===== src/hw/gisa_pkg.sv =====
// constants shared by the global interrupt and status aggregator
package gisa_pkg;

  // ************************************************************
  // register indices (byte address is four times the index)
  // ************************************************************
  localparam logic [7:0] IDX_GLOBAL_INTERRUPT_SUMMARY        = 8'h10;
  localparam logic [7:0] IDX_GLOBAL_INTERRUPT_SUMMARY_ENABLE = 8'h12;
  localparam logic [7:0] IDX_GLOBAL_LIVE_STATUS              = 8'h14;
  localparam logic [7:0] IDX_GLOBAL_LATCHED_STATUS           = 8'h16;
  localparam logic [7:0] IDX_GLOBAL_STATUS_INTERRUPT_ENABLE  = 8'h18;
  localparam logic [7:0] IDX_GENERAL_PIN_READBACK            = 8'h1c;
  localparam logic [7:0] IDX_GLOBAL_CONTROL                  = 8'h20;

  // ************************************************************
  // field positions
  // ************************************************************
  localparam int POS_GLOBAL_SUMMARY   = 0;  // summary / summary enable
  localparam int POS_TX_SYSIF_SUMMARY = 1;
  localparam int POS_PORT_SUMMARY     = 4;  // bits 7 to 4
  localparam int POS_PERF_DONE        = 0;  // live, latched, enable
  localparam int POS_PLL_UNLOCK       = 1;
  localparam int POS_ONE_SECOND       = 2;
  localparam int POS_CLOCK_REF        = 3;
  localparam int POS_REF8K            = 4;
  localparam int POS_PIN1_SELECT      = 0;  // control, bits 1 to 0
  localparam int POS_CLEAR_ON_READ    = 2;
  localparam int POS_UPDATE_REQUEST   = 3;
  localparam int POS_IDLE_MODE        = 4;
  localparam int POS_REF8K_SELECT     = 5;
  localparam int POS_PORT_UPD_SELECT  = 8;  // control, bits 11 to 8

  // ************************************************************
  // reset values
  // ************************************************************
  localparam logic [7:0]  RST_SUMMARY_ENABLE = 8'h00;
  localparam logic [2:0]  RST_STATUS_ENABLE  = 3'h0;
  localparam logic [4:0]  RST_LATCHED        = 5'h00;
  localparam logic [11:0] RST_CONTROL        = 12'h000;

  // ************************************************************
  // pin 1 function codes
  // ************************************************************
  localparam logic [1:0] PIN1_INPUT    = 2'h0;
  localparam logic [1:0] PIN1_STATUS_A = 2'h1;
  localparam logic [1:0] PIN1_LOW      = 2'h2;
  localparam logic [1:0] PIN1_HIGH     = 2'h3;

endpackage


===== src/hw/edge_watch.sv =====
// one-cycle pulse on a change of a synchronous level
`timescale 1ns/1ps
`default_nettype none

module edge_watch #(
  parameter bit RISE_ONLY = 1'b1  // 1: low-to-high only, 0: any change
) (
  input  wire logic clk_i,
  input  wire logic rst_i,
  input  wire logic enable_i,     // gates the watch; off means no pulse
  input  wire logic level_i,
  output logic      pulse_o
);

  logic prev;  // level seen one edge earlier

  // ************************************************************
  // history of the watched level
  // ************************************************************
  always_ff @(posedge clk_i) begin
    if (rst_i) begin
      prev <= 1'b0;
    end else begin
      prev <= level_i;
    end
  end

  // combinational so the owner can latch in the same edge it registers
  assign pulse_o = enable_i & (RISE_ONLY ? (level_i & ~prev) : (level_i ^ prev));

endmodule

`default_nettype wire


===== src/hw/global_interrupt_status_aggregator.sv =====
// global interrupt and status aggregator with a classic wishbone slave
`timescale 1ns/1ps
`default_nettype none

// How it works
// - pin 1 select: input, status A, low, high
// - port summary bit follows any port status
// - enabled port summary pulls interrupt low
// - tx summary set by enabled latched tx bits
// - enabled tx summary pulls interrupt low
// - global summary set by enabled latched bits
// - enabled global summary pulls interrupt low
// - live unlock high while any pll unlocked
// - live update done is AND of selected ports while the update request is high
// - 8 kHz activity latched only when selected
// - clock reference activity latched on activity
// - one second tick latched, feeds global summary
// - unlock latched on live rising edge
// - update done latched on live rising edge
// - global source interrupts need both the source enable and the global summary enable
// - readback shows levels of eight pins
// - interrupt low when active, else high or released
// - latched clear by write or by read
module global_interrupt_status_aggregator #(
  parameter int PORTS  = 4,  // line ports feeding summaries
  parameter int PLLS   = 3,  // plls in the clock adapter
  parameter int ADDR_W = 8   // wishbone byte address width
) (
  input  wire logic              clk_i,
  input  wire logic              rst_i,
  // classic wishbone slave
  input  wire logic              cyc_i,
  input  wire logic              stb_i,
  input  wire logic              we_i,
  input  wire logic [ADDR_W-1:0] adr_i,
  input  wire logic [3:0]        sel_i,
  input  wire logic [31:0]       dat_i,
  output logic      [31:0]       dat_o,
  output logic                   ack_o,
  // status sources
  input  wire logic [PORTS-1:0]  port_isr_any_i,        // any port status bit set
  input  wire logic [1:0]        tx_sysif_latched_i,    // latched tx interface bits
  input  wire logic [1:0]        tx_sysif_irq_enable_i, // their interrupt enables
  input  wire logic [PLLS-1:0]   pll_locked_i,
  input  wire logic [PORTS-1:0]  port_update_done_i,
  input  wire logic              one_second_tick_i,     // one-cycle pulse per second
  input  wire logic              clock_ref_input_pin_i,
  input  wire logic              port_status_select_a_i, // port 1 status A
  // general purpose pins, pin 1 is bidirectional
  input  wire logic [7:0]        gpio_i,
  output logic                   gpio1_o,
  output logic                   gpio1_oe_n_o,
  // interrupt pin, active low
  output logic                   int_n_o,
  output logic                   int_oe_n_o,
  // update request towards the ports
  output logic                   global_update_request_o,
  output logic [PORTS-1:0]       port_global_update_select_o
);

  // ************************************************************
  // storage
  // ************************************************************
  logic [7:0]  summary_enable;  // port [7:4], tx [1], global [0]
  logic [2:0]  status_enable;   // one second, unlock, update done
  logic [4:0]  latched;         // global latched status group
  logic [11:0] control;         // own control bits
  logic        pll_unlock_live;
  logic        perf_update_done_live;
  logic [PORTS-1:0] port_summary_flags;

  // ************************************************************
  // bus decode
  // ************************************************************
  logic        req;        // access taken at this edge
  logic        wr_lo;      // write touching bits 7 to 0
  logic        wr_hi;      // write touching bits 15 to 8
  logic [31:0] next_dat;

  // byte address of a register index
  function automatic logic [ADDR_W-1:0] byte_addr(input logic [7:0] idx);
    byte_addr = ADDR_W'({idx, 2'b00});
  endfunction

  // true when the bus points at the given register
  function automatic logic hit(input logic [7:0] idx);
    hit = (adr_i == byte_addr(idx));
  endfunction

  assign req   = cyc_i & stb_i & ~ack_o;
  assign wr_lo = req & we_i & sel_i[0];
  assign wr_hi = req & we_i & sel_i[1];

  // control field views
  logic [1:0]       pin1_function_select;
  logic             latched_clear_on_read_enable;
  logic             interrupt_pin_idle_mode;
  logic             ref8k_input_select;
  assign pin1_function_select         = control[gisa_pkg::POS_PIN1_SELECT +: 2];
  assign latched_clear_on_read_enable = control[gisa_pkg::POS_CLEAR_ON_READ];
  assign interrupt_pin_idle_mode      = control[gisa_pkg::POS_IDLE_MODE];
  assign ref8k_input_select           = control[gisa_pkg::POS_REF8K_SELECT];

  // ************************************************************
  // ack: one cycle after the request, dropped the cycle after
  // ************************************************************
  always_ff @(posedge clk_i) begin
    if (rst_i) begin
      ack_o <= 1'b0;
    end else begin
      ack_o <= req;
    end
  end

  // ************************************************************
  // writable registers
  // ************************************************************
  always_ff @(posedge clk_i) begin
    if (rst_i) begin
      summary_enable <= gisa_pkg::RST_SUMMARY_ENABLE;
      status_enable  <= gisa_pkg::RST_STATUS_ENABLE;
      control        <= gisa_pkg::RST_CONTROL;
    end else begin
      // enables live in the low byte only
      if (wr_lo && hit(gisa_pkg::IDX_GLOBAL_INTERRUPT_SUMMARY_ENABLE)) begin
        summary_enable <= dat_i[7:0] & 8'hf3;
      end
      if (wr_lo && hit(gisa_pkg::IDX_GLOBAL_STATUS_INTERRUPT_ENABLE)) begin
        status_enable <= dat_i[2:0];
      end
      if (wr_lo && hit(gisa_pkg::IDX_GLOBAL_CONTROL)) begin
        control[7:0] <= dat_i[7:0] & 8'h3f;
      end
      if (wr_hi && hit(gisa_pkg::IDX_GLOBAL_CONTROL)) begin
        control[11:8] <= dat_i[11:8];
      end
    end
  end

  // ************************************************************
  // live status
  // ************************************************************
  logic [PORTS-1:0] port_upd_select;
  assign port_upd_select = control[gisa_pkg::POS_PORT_UPD_SELECT +: PORTS];

  always_ff @(posedge clk_i) begin
    if (rst_i) begin
      pll_unlock_live       <= 1'b0;
      perf_update_done_live <= 1'b0;
      port_summary_flags    <= '0;
    end else begin
      pll_unlock_live       <= ~&pll_locked_i;
      // reads low while the request is low; the host keeps it up until done
      perf_update_done_live <= control[gisa_pkg::POS_UPDATE_REQUEST]
                               & (&(port_update_done_i | ~port_upd_select));
      port_summary_flags    <= port_isr_any_i;
    end
  end

  // ************************************************************
  // event pulses for the latched group
  // ************************************************************
  logic unlock_rise;
  logic perf_rise;
  logic ref8k_act;
  logic clkref_act;

  edge_watch #(.RISE_ONLY(1'b1)) u_unlock (
    .clk_i(clk_i), .rst_i(rst_i), .enable_i(1'b1), .level_i(pll_unlock_live), .pulse_o(unlock_rise));
  edge_watch #(.RISE_ONLY(1'b1)) u_perf (
    .clk_i(clk_i), .rst_i(rst_i), .enable_i(1'b1), .level_i(perf_update_done_live), .pulse_o(perf_rise));
  // activity means a transition was seen; a stuck reference never sets it
  edge_watch #(.RISE_ONLY(1'b0)) u_ref8k (
    .clk_i(clk_i), .rst_i(rst_i), .enable_i(ref8k_input_select), .level_i(gpio_i[3]), .pulse_o(ref8k_act));
  edge_watch #(.RISE_ONLY(1'b0)) u_clkref (
    .clk_i(clk_i), .rst_i(rst_i), .enable_i(1'b1), .level_i(clock_ref_input_pin_i), .pulse_o(clkref_act));

  logic [4:0] set_vec;
  logic [4:0] clr_vec;
  assign set_vec = {ref8k_act, clkref_act, one_second_tick_i, unlock_rise, perf_rise};

  // clear source picked by the clear-on-read bit
  always_comb begin
    clr_vec = 5'h00;
    if (req && hit(gisa_pkg::IDX_GLOBAL_LATCHED_STATUS)) begin
      if (latched_clear_on_read_enable && !we_i) begin
        clr_vec = 5'h1f;
      end else if (!latched_clear_on_read_enable && we_i && sel_i[0]) begin
        clr_vec = dat_i[4:0];
      end
    end
  end

  // ************************************************************
  // latched group: set wins over a clear in the same cycle
  // ************************************************************
  always_ff @(posedge clk_i) begin
    if (rst_i) begin
      latched <= gisa_pkg::RST_LATCHED;
    end else begin
      latched <= set_vec | (latched & ~clr_vec);
    end
  end

  // ************************************************************
  // summaries and the interrupt decision
  // ************************************************************
  logic       global_summary_flag;
  logic       tx_sysif_summary_flag;
  logic [7:0] summary;
  logic       irq_any;
  assign global_summary_flag   = |(latched[2:0] & status_enable);
  assign tx_sysif_summary_flag = |(tx_sysif_latched_i & tx_sysif_irq_enable_i);
  assign summary = {4'(port_summary_flags), 2'b00, tx_sysif_summary_flag, global_summary_flag};
  assign irq_any = |(summary[7:4] & summary_enable[7:4])
                 | (tx_sysif_summary_flag & summary_enable[gisa_pkg::POS_TX_SYSIF_SUMMARY])
                 | (global_summary_flag & summary_enable[gisa_pkg::POS_GLOBAL_SUMMARY]);

  // ************************************************************
  // pin drivers, all registered
  // ************************************************************
  always_ff @(posedge clk_i) begin
    if (rst_i) begin
      int_n_o      <= 1'b1;
      int_oe_n_o   <= 1'b1;
      gpio1_o      <= 1'b0;
      gpio1_oe_n_o <= 1'b1;
    end else begin
      int_n_o    <= ~irq_any;
      int_oe_n_o <= ~(irq_any | interrupt_pin_idle_mode);
      unique case (pin1_function_select)
        gisa_pkg::PIN1_INPUT: begin
          gpio1_o      <= 1'b0;
          gpio1_oe_n_o <= 1'b1;
        end
        gisa_pkg::PIN1_STATUS_A: begin
          gpio1_o      <= port_status_select_a_i;
          gpio1_oe_n_o <= 1'b0;
        end
        gisa_pkg::PIN1_LOW: begin
          gpio1_o      <= 1'b0;
          gpio1_oe_n_o <= 1'b0;
        end
        gisa_pkg::PIN1_HIGH: begin
          gpio1_o      <= 1'b1;
          gpio1_oe_n_o <= 1'b0;
        end
      endcase
    end
  end

  // ************************************************************
  // update request outputs
  // ************************************************************
  always_ff @(posedge clk_i) begin
    if (rst_i) begin
      global_update_request_o     <= 1'b0;
      port_global_update_select_o <= '0;
    end else begin
      global_update_request_o     <= control[gisa_pkg::POS_UPDATE_REQUEST];
      port_global_update_select_o <= port_upd_select;
    end
  end

  // ************************************************************
  // read mux, unmapped and unused bits read zero
  // ************************************************************
  logic [7:0] pin_levels;
  // pin 1 shows its driven level while this block drives it
  assign pin_levels = {gpio_i[7:1], gpio1_oe_n_o ? gpio_i[0] : gpio1_o};

  always_comb begin
    next_dat = 32'h0000_0000;
    if (hit(gisa_pkg::IDX_GLOBAL_INTERRUPT_SUMMARY)) begin
      next_dat[7:0] = summary;
    end else if (hit(gisa_pkg::IDX_GLOBAL_INTERRUPT_SUMMARY_ENABLE)) begin
      next_dat[7:0] = summary_enable;
    end else if (hit(gisa_pkg::IDX_GLOBAL_LIVE_STATUS)) begin
      next_dat[1:0] = {pll_unlock_live, perf_update_done_live};
    end else if (hit(gisa_pkg::IDX_GLOBAL_LATCHED_STATUS)) begin
      next_dat[4:0] = latched;
    end else if (hit(gisa_pkg::IDX_GLOBAL_STATUS_INTERRUPT_ENABLE)) begin
      next_dat[2:0] = status_enable;
    end else if (hit(gisa_pkg::IDX_GENERAL_PIN_READBACK)) begin
      next_dat[7:0] = pin_levels;
    end else if (hit(gisa_pkg::IDX_GLOBAL_CONTROL)) begin
      next_dat[11:0] = control;
    end
  end

  always_ff @(posedge clk_i) begin
    if (rst_i) begin
      dat_o <= 32'h0000_0000;
    end else if (req && !we_i) begin
      dat_o <= next_dat;
    end
  end

  // ************************************************************
  // assertions
  // ************************************************************
  property p_port_irq;
    @(posedge clk_i) disable iff (rst_i)
      |(port_summary_flags & summary_enable[7:4]) |=> (!int_n_o && !int_oe_n_o);
  endproperty
  a_port_irq: assert property (p_port_irq) else $error("port summary did not pull interrupt low");
  property p_tx_irq;
    @(posedge clk_i) disable iff (rst_i)
      (tx_sysif_summary_flag && summary_enable[1]) |=> (!int_n_o && !int_oe_n_o);
  endproperty
  a_tx_irq: assert property (p_tx_irq) else $error("tx summary did not pull interrupt low");
  property p_global_irq;
    @(posedge clk_i) disable iff (rst_i)
      (latched[2] && status_enable[2] && summary_enable[0]) |=> !int_n_o;
  endproperty
  a_global_irq: assert property (p_global_irq) else $error("global source did not pull interrupt low");
  property p_idle_mode;
    @(posedge clk_i) disable iff (rst_i)
      !irq_any |=> (int_n_o && (int_oe_n_o == !$past(interrupt_pin_idle_mode)));
  endproperty
  a_idle_mode: assert property (p_idle_mode) else $error("interrupt idle level wrong");
  property p_pin1_low;
    @(posedge clk_i) disable iff (rst_i)
      (pin1_function_select == 2'h2) |=> (!gpio1_oe_n_o && !gpio1_o);
  endproperty
  a_pin1_low: assert property (p_pin1_low) else $error("pin 1 not driven low");
  property p_unlock_latch;
    @(posedge clk_i) disable iff (rst_i)
      !pll_unlock_live ##1 pll_unlock_live |=> latched[1];
  endproperty
  a_unlock_latch: assert property (p_unlock_latch) else $error("unlock rise not latched");
  property p_live_unlock;
    @(posedge clk_i) disable iff (rst_i)
      !(&pll_locked_i) |=> pll_unlock_live;
  endproperty
  a_live_unlock: assert property (p_live_unlock) else $error("live unlock not high");
  property p_hold;
    @(posedge clk_i) disable iff (rst_i)
      (latched[2] && !clr_vec[2]) |=> latched[2];
  endproperty
  a_hold: assert property (p_hold) else $error("latched bit lost without clear");
  property p_clear_read;
    @(posedge clk_i) disable iff (rst_i)
      (clr_vec == 5'h1f && set_vec == 5'h00) |=> (latched == 5'h00);
  endproperty
  a_clear_read: assert property (p_clear_read) else $error("read did not clear latched bits");
  property p_upper_zero;
    @(posedge clk_i) disable iff (rst_i)
      (req && !we_i && !hit(gisa_pkg::IDX_GLOBAL_CONTROL)) |=> (ack_o && dat_o[31:8] == 24'h000000);
  endproperty
  a_upper_zero: assert property (p_upper_zero) else $error("unused upper bits not zero");

  c_irq:     cover property (@(posedge clk_i) disable iff (rst_i) $fell(int_n_o));
  c_cor:     cover property (@(posedge clk_i) disable iff (rst_i) latched != 5'h00 && clr_vec == 5'h1f);
  c_pin1_st: cover property (@(posedge clk_i) disable iff (rst_i) pin1_function_select == 2'h1 && gpio1_o);
  c_perf:    cover property (@(posedge clk_i) disable iff (rst_i) perf_rise);

endmodule

`default_nettype wire


===== config.mk =====
export PLATFORM = sky130hd
export DESIGN_NAME = global_interrupt_status_aggregator
export DESIGN_NICKNAME = d
export VERILOG_FILES = /design/src/hw/gisa_pkg.sv /design/src/hw/edge_watch.sv /design/src/hw/global_interrupt_status_aggregator.sv
export SDC_FILE = /design/constraint.sdc
export NUM_CORES = 1
export LEC_CHECK = 0
export BUFFER_PORTS_ARGS = -buffer_cell sky130_fd_sc_hd__clkbuf_2
export CORE_MARGIN = 2
export CORE_UTILIZATION = 47
export DETAILED_ROUTE_END_ITERATION = 12
export PLACE_DENSITY = 0.84
export SYNTH_ARGS = -nofsm -noshare
export SYNTH_HDL_FRONTEND = slang
export SYNTH_HIERARCHICAL = 1
export SYNTH_SLANG_ARGS = --single-unit

===== constraint.sdc =====
create_clock -name clk_i -period 2 [get_ports clk_i]
set_input_delay 0.1 -clock clk_i [delete_from_list [all_inputs] [get_ports clk_i]]
set_output_delay 0.1 -clock clk_i [all_outputs]
set_load 0.02 [all_outputs]

# ---- Yosys cells after proc, flatten, opt, wreduce, memory -nomap -nowiden
# Cells that the tools add are included.
dict set report classes {
  n_reduce_logical 20
  muxes 30
  n_eq_ne 10
  bitwise_logic 29
}
# operator n
set op_table {}
lappend op_table {{two-way mux 12 bit} 7}
lappend op_table {{two-way mux 8 bit} 8}
lappend op_table {{== test 8 x 7 -> 1 bit (second input constant)} 6}
lappend op_table {{two-way mux 5 bit} 4}
lappend op_table {{two-way mux 4 bit} 3}
lappend op_table {{bitwise AND 1 bit} 11}
lappend op_table {{two-way mux 10 bit} 1}
lappend op_table {{logical AND 1 bit} 9}
lappend op_table {{two-way mux 9 bit} 1}
lappend op_table {{== test 8 bit (second input constant)} 1}
lappend op_table {{two-way mux 7 bit} 1}
lappend op_table {{OR reduction 3 bit} 2}
lappend op_table {{bitwise AND 5 bit} 1}
lappend op_table {{NOT 1 bit} 5}
lappend op_table {{NOT 5 bit} 1}
lappend op_table {{bitwise OR 5 bit} 1}
lappend op_table {{bitwise AND 4 bit} 1}
lappend op_table {{== test 2 bit (second input constant)} 2}
lappend op_table {{NOT 4 bit} 1}
lappend op_table {{bitwise OR 4 bit} 1}
lappend op_table {{AND reduction 4 bit} 1}
lappend op_table {{OR reduction 2 bit} 2}
lappend op_table {{OR reduction 4 bit} 1}
lappend op_table {{bitwise AND 3 bit} 1}
lappend op_table {{other kinds (12)} 17}
dict set report totals {
  elab_cells 109
  output_inout_bits 42
  register_bits 56
  in_bits 75
}

# ---- Logic depth before layout (Yosys ltp)
# Gate-level depths: netlist of the first run.
dict set report logic_depth {
  ltp_word 19
  mapped_depth 6
  mapped_depth_nobuf 5
}

# ---- Modules after synthesis
# Netlist of the first run, hierarchy kept.
# module cells_each area_per_inst_um2 seq_area_each_um2 instances
set modules_own_cells {}
lappend modules_own_cells {global_interrupt_status_aggregator 279 2494.9 1041.0 1}
lappend modules_own_cells {{edge_watch (u_clkref ...)} 4 41.3 20.0 2}
lappend modules_own_cells {{edge_watch (u_perf ...)} 3 35.0 20.0 2}

# ---- Worst setup path before layout of the first run
# No wires, ideal clock.
dict set report synth_timing {
  kind {register to register}
  startpoint {register ack_o}
  endpoint {register dat_o[11]}
  setup_ns 0.128
  t_required_ns 1.872
  path_stages_with_launch 7
  synth_period_minus_slack_ns 1.541
  t_arrival_ns 1.413
  n_path_buf 2
  path_slack_ns 0.459
  cell_sequence {dfxtp_1 and3b_1 or2b_2 clkbuf_8 buf_6 a22oi_1 nor2_1}
}
dict set report synth_between {
  elab_chain_len 3
}
# element line
set synth_lines {}
lappend synth_lines {{start, declared} global_interrupt_status_aggregator.sv:39} ;# output logic ack_o,
lappend synth_lines {{start signal, assigned} global_interrupt_status_aggregator.sv:111} ;# ack_o <= req;
lappend synth_lines {{NOT 1 bit} global_interrupt_status_aggregator.sv:90} ;# assign req = cyc_i & stb_i & ~ack_o;
lappend synth_lines {{bitwise AND 1 bit} global_interrupt_status_aggregator.sv:90}
lappend synth_lines {{logical AND 1 bit} global_interrupt_status_aggregator.sv:294} ;# end else if (req && !we_i) begin
lappend synth_lines {{end signal, assigned} global_interrupt_status_aggregator.sv:295} ;# dat_o <= next_dat;
lappend synth_lines {{end, declared} global_interrupt_status_aggregator.sv:38} ;# output logic [31:0] dat_o,
# No other way between the ends.
# A chain may end at the register's enable or synchronous reset.

# ---- Final worst setup path of the first run
dict set report layout_timing {
  startpoint {register ack_o}
  endpoint {register dat_o[3]}
}
# The elaborated chain is that of the path after synthesis.

==> impl_metrics.env, run 1 <==
export IMPL_run_status="finished, final reports clean"
export IMPL_leakagePower_nw=1.40
export IMPL_post_route_drc_count=0
export IMPL_critical_path_buf_inv_count=0
export IMPL_hold_viol_final=0
export IMPL_rsz0062_at_grt="no"
export IMPL_final_weighted_congestion_of_routability_driven_global_placement=0.951
export IMPL_data_arrival_time_at_the_worst_slack_endpoint_ns=1.85
export IMPL_final_cell_mix="clkbuf_2, dfxtp_1, nor2_1"
export IMPL_critPathCapture="dat_o[3]$_SDFFE_PP0P_"
export IMPL_grt_start_max_net_pins=25
export IMPL_post_synth_instance_area_mm2=0.00265
export IMPL_crit_path_max_incr_delay_ns=0.47
export IMPL_layout_nets=450
export IMPL_ctsRootBufferMaster="clkbuf_8"
export IMPL_fin_hold_ws_ns=0.00252
export IMPL_clock_sinks=56
export IMPL_clk_path_buf_depth=2
export IMPL_worstReg2RegEnd="dat_o[3]$_SDFFE_PP0P_"
export IMPL_setup_viol_count_final=0
export IMPL_layout_cells_most_common="clkbuf_2"
export IMPL_clk_pin_slew_ns=0.09
export IMPL_drive_above_1_share=0.258
export IMPL_post_route_clock_period_utilization=0.834
export IMPL_synth_sequential_area_ratio=0.423
export IMPL_wl_per_cell_um=13.9
export IMPL_cts_buffers=5
export IMPL_total_neg_setup_slack_ns=0
export IMPL_tightest_slew_ns=0.529
export IMPL_die_height_um=79.1
export IMPL_post_cts_resized=0
export IMPL_regToRegStartpoint="ack_o$_SDFF_PP0_"
export IMPL_synthDistinctLibCells=53
export IMPL_vdd_ir_drop_max_uv=474
export IMPL_port_buffer_count=74
export IMPL_fillers=479
export IMPL_finish_cell_count_without_fillers=448
export IMPL_postSynth_topFlopCell="dfxtp_1"
export IMPL_area_growth_syn_to_layout_pct=19.8
export IMPL_insertedDiodeCount=0
export IMPL_drv_max_cap_violation_count=0
export IMPL_synth_enable_flop_cells=0
export IMPL_critical_path_source="ack_o$_SDFF_PP0_"
export IMPL_clock_tree_htree_level_count=2
export IMPL_worst_path_cell_trace="and3b_1 -> or2b_2 -> a211oi_1 -> a2111oi_0"
export IMPL_synthesis_area_per_instance_um2=9.04
export IMPL_synth_warnings=6
export IMPL_die_width_um=79.1
export IMPL_timing_fmax_ghz=0.599
export IMPL_synth_top_cell_area_share=0.423
export IMPL_number_of_antenna_violations_at_the_first_check_in_global_routing=0
export IMPL_totalWireLength_um=6220
export IMPL_worstRegToRegCells=4
export IMPL_overall_global_routing_resource_usage=0.204
export IMPL_worstSkewPairLatency_ns=0.31
export IMPL_worst_ep_required_time_ns=2.18
export IMPL_globalRoute_totalOverflow=0
export IMPL_synth_area_top_cells="dfxtp_1, mux2i_1, buf_4, nor2_1, nor2b_1"
export IMPL_critPathKind="reg -> reg"
export IMPL_ys_async_sr_fraction=0
export IMPL_detail_route_antenna_nets=0
export IMPL_cp_end_kind="register"
export IMPL_slew_headroom=0.645
export IMPL_detailroute_via_count=2382
export IMPL_worstPathMaxFanout=17
export IMPL_floorplan_die_area_mm2=0.00625
export IMPL_setup_worst_path_start_class="register"
export IMPL_drtIter0Drc=291
export IMPL_final_slew_viol_count=0
export IMPL_yosys_register_bits=56
export IMPL_cts_post_setup_buffers_inserted=0
export IMPL_worst_clock_skew_ns=0.00687
export IMPL_critical_path_slowest_cell="or2b_2"
export IMPL_dp_hpwl_um=4780
export IMPL_post_layout_minimum_cycle_time_ns=1.67
export IMPL_synthCells=293
export IMPL_fp_coreArea_mm2=0.00547
export IMPL_start_util=0.484
export IMPL_firstDrtPassIters=5
export IMPL_io_pins=117
export IMPL_placedCellCount=435
export IMPL_yosys_area_top_type="dfxtp_1"
export IMPL_power_density_mw_per_mm2=676
export IMPL_timing_hold_worst_class="in -> reg"
export IMPL_via_count_of_the_first_global_routing_pass=2286
export IMPL_worst_r2r_setup_slack_ns=0.33
export IMPL_cp_num_cells=4
export IMPL_std_cell_rows=27
export IMPL_avgViaCountPerCell=5.32
export IMPL_grt_first_pass_wirelength_um=10200
export IMPL_tritoncts="built"
export IMPL_crit_family="simple AND/OR/NAND/NOR gates"
==> what timing repair did <==
| action | 4_1_cts | 5_1_grt |
|---|---|---|
| endpoints found under the hold margin | 4 | 0 |
| hold buffers | 5 | 0 |
| endpoints found under the setup margin | 0 | 0 |
==> cells in the mapped netlist, drive strengths merged (2+ instances only) <==
cell type / count
a21oi: 14
a221oi: 4
a22oi: 10
a2bb2oi: 2
a31oi: 4
and2: 4
and3: 2
and3b: 3
buf: 24
clkbuf: 6
conb: 2
dfxtp: 56
inv: 13
mux2i: 20
nand2: 17
nand2b: 3
nand3: 9
nand4b: 2
nor2: 39
nor2b: 15
nor3: 3
nor4b: 2
o211ai: 2
o21ai: 12
o22ai: 3
or3: 2
xor2: 2
==> registers in the layout, indices dropped and copies added (netlist names) <==
signal,flops
ack_o,1
control,10
dat_o,12
global_update_request_o,1
gpio1_o,1
gpio1_oe_n_o,1
int_n_o,1
int_oe_n_o,1
latched,5
perf_update_done_live,1
pll_unlock_live,1
port_global_update_select_o,4
port_summary_flags,4
status_enable,3
summary_enable,6
u_clkref/prev,1
u_perf/prev,1
u_ref8k/prev,1
u_unlock/prev,1
==> report_power, final <==
part,switching (mW),internal [mW],leakage (nW)
registers,0.00896,1.13,0.454
clock network,0.353,0.442,0.0645
logic,0.131,0.0808,0.883
==> metrics by stage <==
step / total power [mW] / cell area, um^2 / setup WS, ns / util
6_report: 2.15 / 3170 / 0.331 / 0.580
5_1_grt: 2.23 / 3170 / 0.261 / 0.580
4_1_cts: 2.16 / 3170 / 0.360 / 0.580
3_3_place_gp: 1.36 / 3000 / 0.335 / 0.548
2_1_floorplan: 1.31 / 2730 / 0.459 / -
3_5_place_dp: 1.37 / 3000 / 0.255 / 0.548
==> how the worst min path moves through the flow <==
stage,startpoint,end,depth (start not counted)
6_report,port_isr_any_i[0],port_summary_flags[0]$_SDFF_PP0_,2
5_1_grt,port_isr_any_i[0],port_summary_flags[0]$_SDFF_PP0_,2
4_1_cts,one_second_tick_i,latched[2]$_SDFF_PP0_,3
3_5_place_dp,pll_locked_i[1],pll_unlock_live$_SDFF_PP0_,2
3_3_place_gp,pll_locked_i[1],pll_unlock_live$_SDFF_PP0_,2
2_1_floorplan,rst_i,u_clkref/prev$_SDFF_PP0_,1
==> cells by family after synthesis <==
group	Yosys count	synth area share
buf+inv	43	0.104
flops	56	0.423
simple gates	106	0.224
xor+xnor	2	0.00662
compound gates	63	0.159
other cells	2	0.00284
mux	21	0.0799
==> cell type report <==
cell class	count	area, um^2	share of cell area
clock buffer	7	96.3	0.0304
multi-input combinational	215	1330	0.419
clock inverter	1	30.0	0.00946
inverter	13	48.8	0.0154
tap	72	90.1	0.0284
sequential	56	1120	0.353
timing repair buffer	84	458	0.144
==> metal layers <==
metal / vias up / wire length, um / GRT usage
met2: 130 / 2840 / 0.335
met5: - / 0 / 0
met1: 1091 / 2580 / 0.252
met4: 0 / 126 / 0.0776
met3: 17 / 666 / 0.0636
li1: 1144 / - / -
No activity file was read; power rests on OpenSTA's default activity.
==> run 2, diff against run 1 <==
--- a/config.mk
+++ b/config.mk
@@ -5,11 +5,12 @@
 export SDC_FILE = /design/constraint.sdc
 export NUM_CORES = 1
 export LEC_CHECK = 0
+export ABC_AREA = 1
 export BUFFER_PORTS_ARGS = -buffer_cell sky130_fd_sc_hd__clkbuf_2
 export CORE_MARGIN = 2
 export CORE_UTILIZATION = 47
 export DETAILED_ROUTE_END_ITERATION = 12
-export PLACE_DENSITY = 0.84
+export PLACE_DENSITY = 0.83
 export SYNTH_ARGS = -nofsm -noshare
 export SYNTH_HDL_FRONTEND = slang
 export SYNTH_HIERARCHICAL = 1
==> constraint.sdc (replaced) <==
create_clock -name clk_i -period 1.6 [get_ports clk_i]
set_input_delay 0.08 -clock clk_i [delete_from_list [all_inputs] [get_ports clk_i]]
set_output_delay 0.08 -clock clk_i [all_outputs]
set_load 0.02 [all_outputs]
==> run 2 against run 1 <==
  * The run now ends with hold timing left
  * Design area rose by 3.1%
  * Via count rose by 7.4%
  * Utilization rose by 1.4 points
  * Clock-buffer cell count did not move
  * Power rose by 18%
  * Combinational power rose by 34%
  * Area after synthesis rose by 1.4%
  * Sequential power rose by 25%
  * Global-route usage rose by 0.64 points
  * Clock power rose by 2%
  * Largest cell class unchanged
  * Largest power group unchanged
==> impl_metrics.env, run 2 <==
export IMPL_synth_enable_flop_cells=0
export IMPL_critical_path_buf_inv_count=2
export IMPL_yosys_area_top_type="dfxtp_1"
export IMPL_power_density_mw_per_mm2=771
export IMPL_synthesis_area_per_instance_um2=7.52
export IMPL_biggestRegsByFlops="dat_o: 12 flops, control: 10 flops, summary_enable: 6 flops"
export IMPL_hold_viol_final=1
export IMPL_cp_end_kind="register"
export IMPL_drv_max_cap_violation_count=0
export IMPL_area_growth_syn_to_layout_pct=21.9
export IMPL_worstSkewPairLatency_ns=0.32
export IMPL_timing_hold_worst_class="in -> reg"
export IMPL_overall_global_routing_resource_usage=0.211
export IMPL_drive_above_1_share=0.252
export IMPL_clk_path_buf_depth=2
export IMPL_final_slew_viol_count=0
export IMPL_clk_pin_slew_ns=0.10
export IMPL_post_route_drc_count=0
export IMPL_dp_hpwl_um=4830
export IMPL_post_route_clock_period_utilization=0.882
export IMPL_die_width_um=79.6
export IMPL_data_arrival_time_at_the_worst_slack_endpoint_ns=1.68
export IMPL_placedCellCount=501
export IMPL_cts_buffers=5
export IMPL_layout_cells_most_common="clkbuf_2"
export IMPL_rsz0062_at_grt="no"
export IMPL_critical_path_slowest_cell="dfxtp_1"
export IMPL_wl_per_cell_um=12.2
export IMPL_clock_tree_htree_level_count=2
export IMPL_via_count_of_the_first_global_routing_pass=2365
export IMPL_std_cell_rows=27
export IMPL_io_pins=117
export IMPL_ctsRootBufferMaster="clkbuf_8"
export IMPL_fin_hold_ws_ns=-0.00107
export IMPL_ys_async_sr_fraction=0
export IMPL_dominant_cell_by_count_in_the_synthesized_netlist="dfxtp_1"
export IMPL_firstDrtPassIters=4
export IMPL_cp_num_cells=9
export IMPL_worstHoldPathCells=3
export IMPL_route_met2_wl_um=3050
export IMPL_post_layout_minimum_cycle_time_ns=1.41
export IMPL_insertedDiodeCount=0
export IMPL_worst_clock_skew_ns=0.0126
export IMPL_floorplan_die_area_mm2=0.00633
export IMPL_number_of_antenna_violations_at_the_first_check_in_global_routing=0
export IMPL_worstPathMaxFanout=15
export IMPL_postSynth_topFlopCell="dfxtp_1"
export IMPL_setup_worst_path_start_class="register"
export IMPL_port_buffer_count=74
export IMPL_run_status="finished with violations"
export IMPL_start_util=0.488
export IMPL_critPathKind="reg -> reg"
export IMPL_wl_met1_um=2710
export IMPL_detail_route_antenna_nets=0
export IMPL_detailroute_via_count=2559
export IMPL_grt_first_pass_wirelength_um=10400
export IMPL_timing_fmax_ghz=0.709
export IMPL_total_neg_setup_slack_ns=0
export IMPL_avgViaCountPerCell=4.92
export IMPL_synthDistinctLibCells=35
export IMPL_setup_viol_count_final=0
export IMPL_worstRegToRegCells=9
export IMPL_synthCells=357
export IMPL_drtIter0Drc=187
export IMPL_leakagePower_nw=1.53
export IMPL_final_cell_mix="clkbuf_2, dfxtp_1, nand2_1"
export IMPL_tritoncts="built"
export IMPL_worst_path_cell_trace="nor2_8 -> inv_2 -> nor2_8 -> inv_4 -> nor2_2 -> nand2_1 -> nor2_1 -> nand2_1 -> a21oi_2"
export IMPL_fillers=529
export IMPL_synth_area_top_cells="dfxtp_1, nand2_1, nor2_1, buf_4, o21ai_0"
export IMPL_fp_coreArea_mm2=0.00551
export IMPL_grt_start_max_net_pins=29
export IMPL_topRoutingLayerUsed="met4"
export IMPL_violations="hold timing"
export IMPL_yosys_register_bits=56
export IMPL_post_synth_instance_area_mm2=0.00269
export IMPL_totalWireLength_um=6350
export IMPL_vdd_ir_drop_max_uv=492
export IMPL_synth_warnings=6
export IMPL_postLayoutCoreUtil=0.594
export IMPL_die_height_um=79.6
export IMPL_synthTopCellsByCount="dfxtp_1, nand2_1, nor2_1"
export IMPL_largest_register="dat_o"
export IMPL_final_weighted_congestion_of_routability_driven_global_placement=0.871
export IMPL_globalRoute_totalOverflow=0
export IMPL_clock_sinks=56
export IMPL_crit_family="simple AND/OR/NAND/NOR gates"
export IMPL_synth_sequential_area_ratio=0.418
export IMPL_finalPower_mw=2.52
export IMPL_crit_path_max_incr_delay_ns=0.37
export IMPL_max_reg_flops=12
export IMPL_worst_ep_required_time_ns=1.87
export IMPL_finish_cell_count_without_fillers=520
export IMPL_layout_nets=522
export IMPL_synth_top_cell_area_share=0.418
export IMPL_wl_met3_um=479
[run 2: cell types whose count changed after synthesis, moves of 4 or more]
cell,change
inv_2,+4
a22oi_1,-10
nand3_1,+15
nor2b_1,-15
nor2_2,+6
nor2_1,+8
a32o_1,+4
mux2i_1,-20
o21ai_0,+18
nor2_4,+6
a21oi_1,+12
nand2_1,+37
inv_1,+24
[run 2: cell families (layout without fill, tap and decap cells)]
family          after synthesis  count (layout)  synth area share
flops                        56              56             0.418
simple gates                156             156             0.293
other cells                   2              23           0.00280
buf+inv                      70             140             0.132
compound gates               73              73             0.155
[run 2: metal layers]
metal | up-vias | global-route usage
li1 | 1307 | -
met2 | 96 | 0.350
met4 | 0 | 0.0759
met5 | - | 0
met1 | 1144 | 0.262
met3 | 12 | 0.0554
[run 2: final timing paths]
path,start,end,slack (ns)
worst max-delay path,ack_o$_SDFF_PP0_,dat_o[2]$_SDFFE_PP0P_,0.19
worst max register to register,ack_o$_SDFF_PP0_,dat_o[2]$_SDFFE_PP0P_,0.19
worst min-delay path,dat_i[11],control[11]$_SDFFE_PP0P_,-0.001
worst min register to register,perf_update_done_live$_SDFF_PP0_,u_perf/prev$_SDFF_PP0_,0.47
[run 2: stage by stage]
stage          hold WS [ns]  setup slack (ns)  area [um^2]
2_1_floorplan         0.151             0.258         2760
3_3_place_gp          0.277             0.198         3070
3_5_place_dp          0.280             0.167         3070
4_1_cts            0.000748             0.144         3260
5_1_grt              0.0169            0.0193         3270
6_report           -0.00107             0.190         3270
[run 2: timing repair]
item,4_1_cts,5_1_grt
gates resized for setup,0,2
hold endpoints to repair,10,1
endpoints found under the setup margin,0,2
buffers inserted,0,0
hold buffers,10,1
[run 2: report_power, final]
part           internal, mW  switching [mW]
clock network         0.353           0.461
logic                 0.105           0.178
registers              1.41          0.0130
[run 2: layout make-up]
class                      count  area, um^2  area share
clock inverter                 1        7.51     0.00229
timing repair buffer          90         518       0.158
multi-input combinational    252        1290       0.394
inverter                      42         160      0.0489
tap                           72        90.1      0.0275
sequential                    56        1120       0.343
clock buffer                   7        86.3      0.0264
[run 2: worst min-delay path, delay by kind of cell]
family	cells	cell delay, ns
AND/OR/NAND/NOR	2	0.13
buffers and inverters	1	0.08
==> run 3, diff against run 2 <==
--- a/config.mk
+++ b/config.mk
@@ -11,6 +11,7 @@
 export CORE_UTILIZATION = 47
 export DETAILED_ROUTE_END_ITERATION = 12
 export PLACE_DENSITY = 0.83
+export RECOVER_POWER = 100
 export SYNTH_ARGS = -nofsm -noshare
 export SYNTH_HDL_FRONTEND = slang
 export SYNTH_HIERARCHICAL = 1
==> run 3 against run 2 <==
  * Critical path type unchanged
  * Largest cell class unchanged
  * The flow now finishes without violations
  * Worst hold slack improved by 0.0011 ns
  * Routed wire length hardly changed
  * Via count fell by 0.20%
  * Global-route usage stayed put
  * Critical path depth decreased by 4
==> impl_metrics.env, run 3 (same netlist as run 2, synthesis figures left out) <==
export IMPL_setup_viol_count_final=0
export IMPL_biggestRegsByFlops="dat_o: 12 flops, control: 10 flops, summary_enable: 6 flops"
export IMPL_critPathKind="reg -> reg"
export IMPL_power_density_mw_per_mm2=779
export IMPL_drtIter0Drc=183
export IMPL_area_growth_syn_to_layout_pct=20.0
export IMPL_finalPower_mw=2.51
export IMPL_clk_path_buf_depth=2
export IMPL_grt_start_max_net_pins=29
export IMPL_setup_slack_ns=0.164
export IMPL_overall_global_routing_resource_usage=0.211
export IMPL_wl_per_cell_um=12.2
export IMPL_worst_clock_skew_ns=0.0118
export IMPL_hold_path_endpoint="control[11]$_SDFFE_PP0P_"
export IMPL_clock_sinks=56
export IMPL_detailroute_via_count=2554
export IMPL_die_width_um=79.6
export IMPL_dpl_worst_slack_ns=0.167
export IMPL_setup_worst_path_start_class="register"
export IMPL_run_status="finished, final reports clean"
export IMPL_post_layout_minimum_cycle_time_ns=1.44
export IMPL_drv_max_cap_violation_count=0
export IMPL_worstSkewPairLatency_ns=0.32
export IMPL_clk_pin_slew_ns=0.09
export IMPL_start_util=0.488
export IMPL_total_neg_setup_slack_ns=0
export IMPL_vdd_ir_drop_max_uv=489
export IMPL_fp_coreArea_mm2=0.00551
export IMPL_totalWireLength_um=6350
export IMPL_worstHoldPathCells=3
export IMPL_leakagePower_nw=1.45
export IMPL_largest_register="dat_o"
export IMPL_post_route_drc_count=0
export IMPL_hold_viol_final=0
export IMPL_rsz0062_at_grt="no"
export IMPL_layout_nets=522
export IMPL_postLayoutCoreUtil=0.585
export IMPL_final_slew_viol_count=0
export IMPL_fin_hold_ws_ns=0.0000258
export IMPL_worst_ep_required_time_ns=1.84
export IMPL_worst_r2r_setup_slack_ns=0.16
export IMPL_worstRegToRegCells=5
export IMPL_layout_cells_most_common="dfxtp_1"
export IMPL_firstDrtPassIters=5
export IMPL_number_of_antenna_violations_at_the_first_check_in_global_routing=0
export IMPL_insertedDiodeCount=0
export IMPL_ctsRootBufferMaster="clkbuf_8"
export IMPL_io_pins=117
export IMPL_worstReg2RegEnd="status_enable[1]$_SDFFE_PP0P_"
export IMPL_worstPathMaxFanout=8
export IMPL_drive_above_1_share=0.190
export IMPL_clock_tree_htree_level_count=2
export IMPL_post_route_clock_period_utilization=0.898
export IMPL_cts_buffers=5
export IMPL_floorplan_die_area_mm2=0.00633
export IMPL_critical_path_source="ack_o$_SDFF_PP0_"
export IMPL_final_weighted_congestion_of_routability_driven_global_placement=0.871
export IMPL_tritoncts="built"
export IMPL_port_buffer_count=74
export IMPL_regToRegStartpoint="ack_o$_SDFF_PP0_"
export IMPL_grt_first_pass_wirelength_um=10400
export IMPL_timing_hold_worst_class="in -> reg"
export IMPL_std_cell_rows=27
export IMPL_fillers=551
export IMPL_cp_end_kind="register"
export IMPL_detail_route_antenna_nets=0
export IMPL_avgViaCountPerCell=4.91
export IMPL_die_height_um=79.6
export IMPL_via_count_of_the_first_global_routing_pass=2365
export IMPL_final_cell_mix="dfxtp_1, nand2_1, clkbuf_2"
export IMPL_timing_fmax_ghz=0.696
export IMPL_max_reg_flops=12
export IMPL_data_arrival_time_at_the_worst_slack_endpoint_ns=1.68
export IMPL_globalRoute_totalOverflow=0
export IMPL_hold_start="dat_i[11]"
export IMPL_dp_hpwl_um=4830
-- run 3: per-layer routing --
metal,share of wire,track usage
met2,0.48,0.350
met3,0.085,0.0554
met4,0.016,0.0759
met1,0.42,0.262
met5,0,0
-- run 3: layout make-up --
cell class                      count  area [um^2]  area share
Multi-Input combinational cell    252         1270       0.395
Clock buffer                        7         86.3      0.0268
Tap cell                           72         90.1      0.0280
Clock inverter                      1         7.51     0.00233
Sequential cell                    56         1120       0.348
Inverter                           42          160      0.0497
Timing Repair Buffer               90          483       0.150
-- run 3: metrics by stage --
step	cell area [um^2]	std cells
CTS	3260	519
finish	3220	520
detailed placement	3070	501
global route	3220	520
global placement	3070	501
floorplan	2760	378
-- run 3: repair_timing --
item | in CTS | in global routing
hold buffers | 10 | 1
setup endpoints to repair | 0 | 2
buffers inserted | 0 | 0
resized for setup | 0 | 2
hold endpoints to repair | 10 | 1
-- run 3: critical path: stages (launching register included) --
cell and delay [ns]:
dfxtp_1 0.37, nor2_8 0.18, nand3_2 0.20, nor2_1 0.32, o21ai_0 0.15, a21oi_1 0.15
-- run 3: worst max path at each step --
stage,to,slack [ns]
final,status_enable[1]$_SDFFE_PP0P_,0.16
after global routing,dat_o[2]$_SDFFE_PP0P_,0.04
after CTS,dat_o[2]$_SDFFE_PP0P_,0.14
after detailed placement,dat_o[2]$_SDFFE_PP0P_,0.17
after global placement,dat_o[7]$_SDFFE_PP0P_,0.20
after floorplan,dat_o[10]$_SDFFE_PP0P_,0.26
-- run 3: where the power goes --
part	internal [mW]	total [mW]	switching (mW)
logic	0.102	0.278	0.176
clock network	0.353	0.808	0.455
registers	1.41	1.42	0.0129
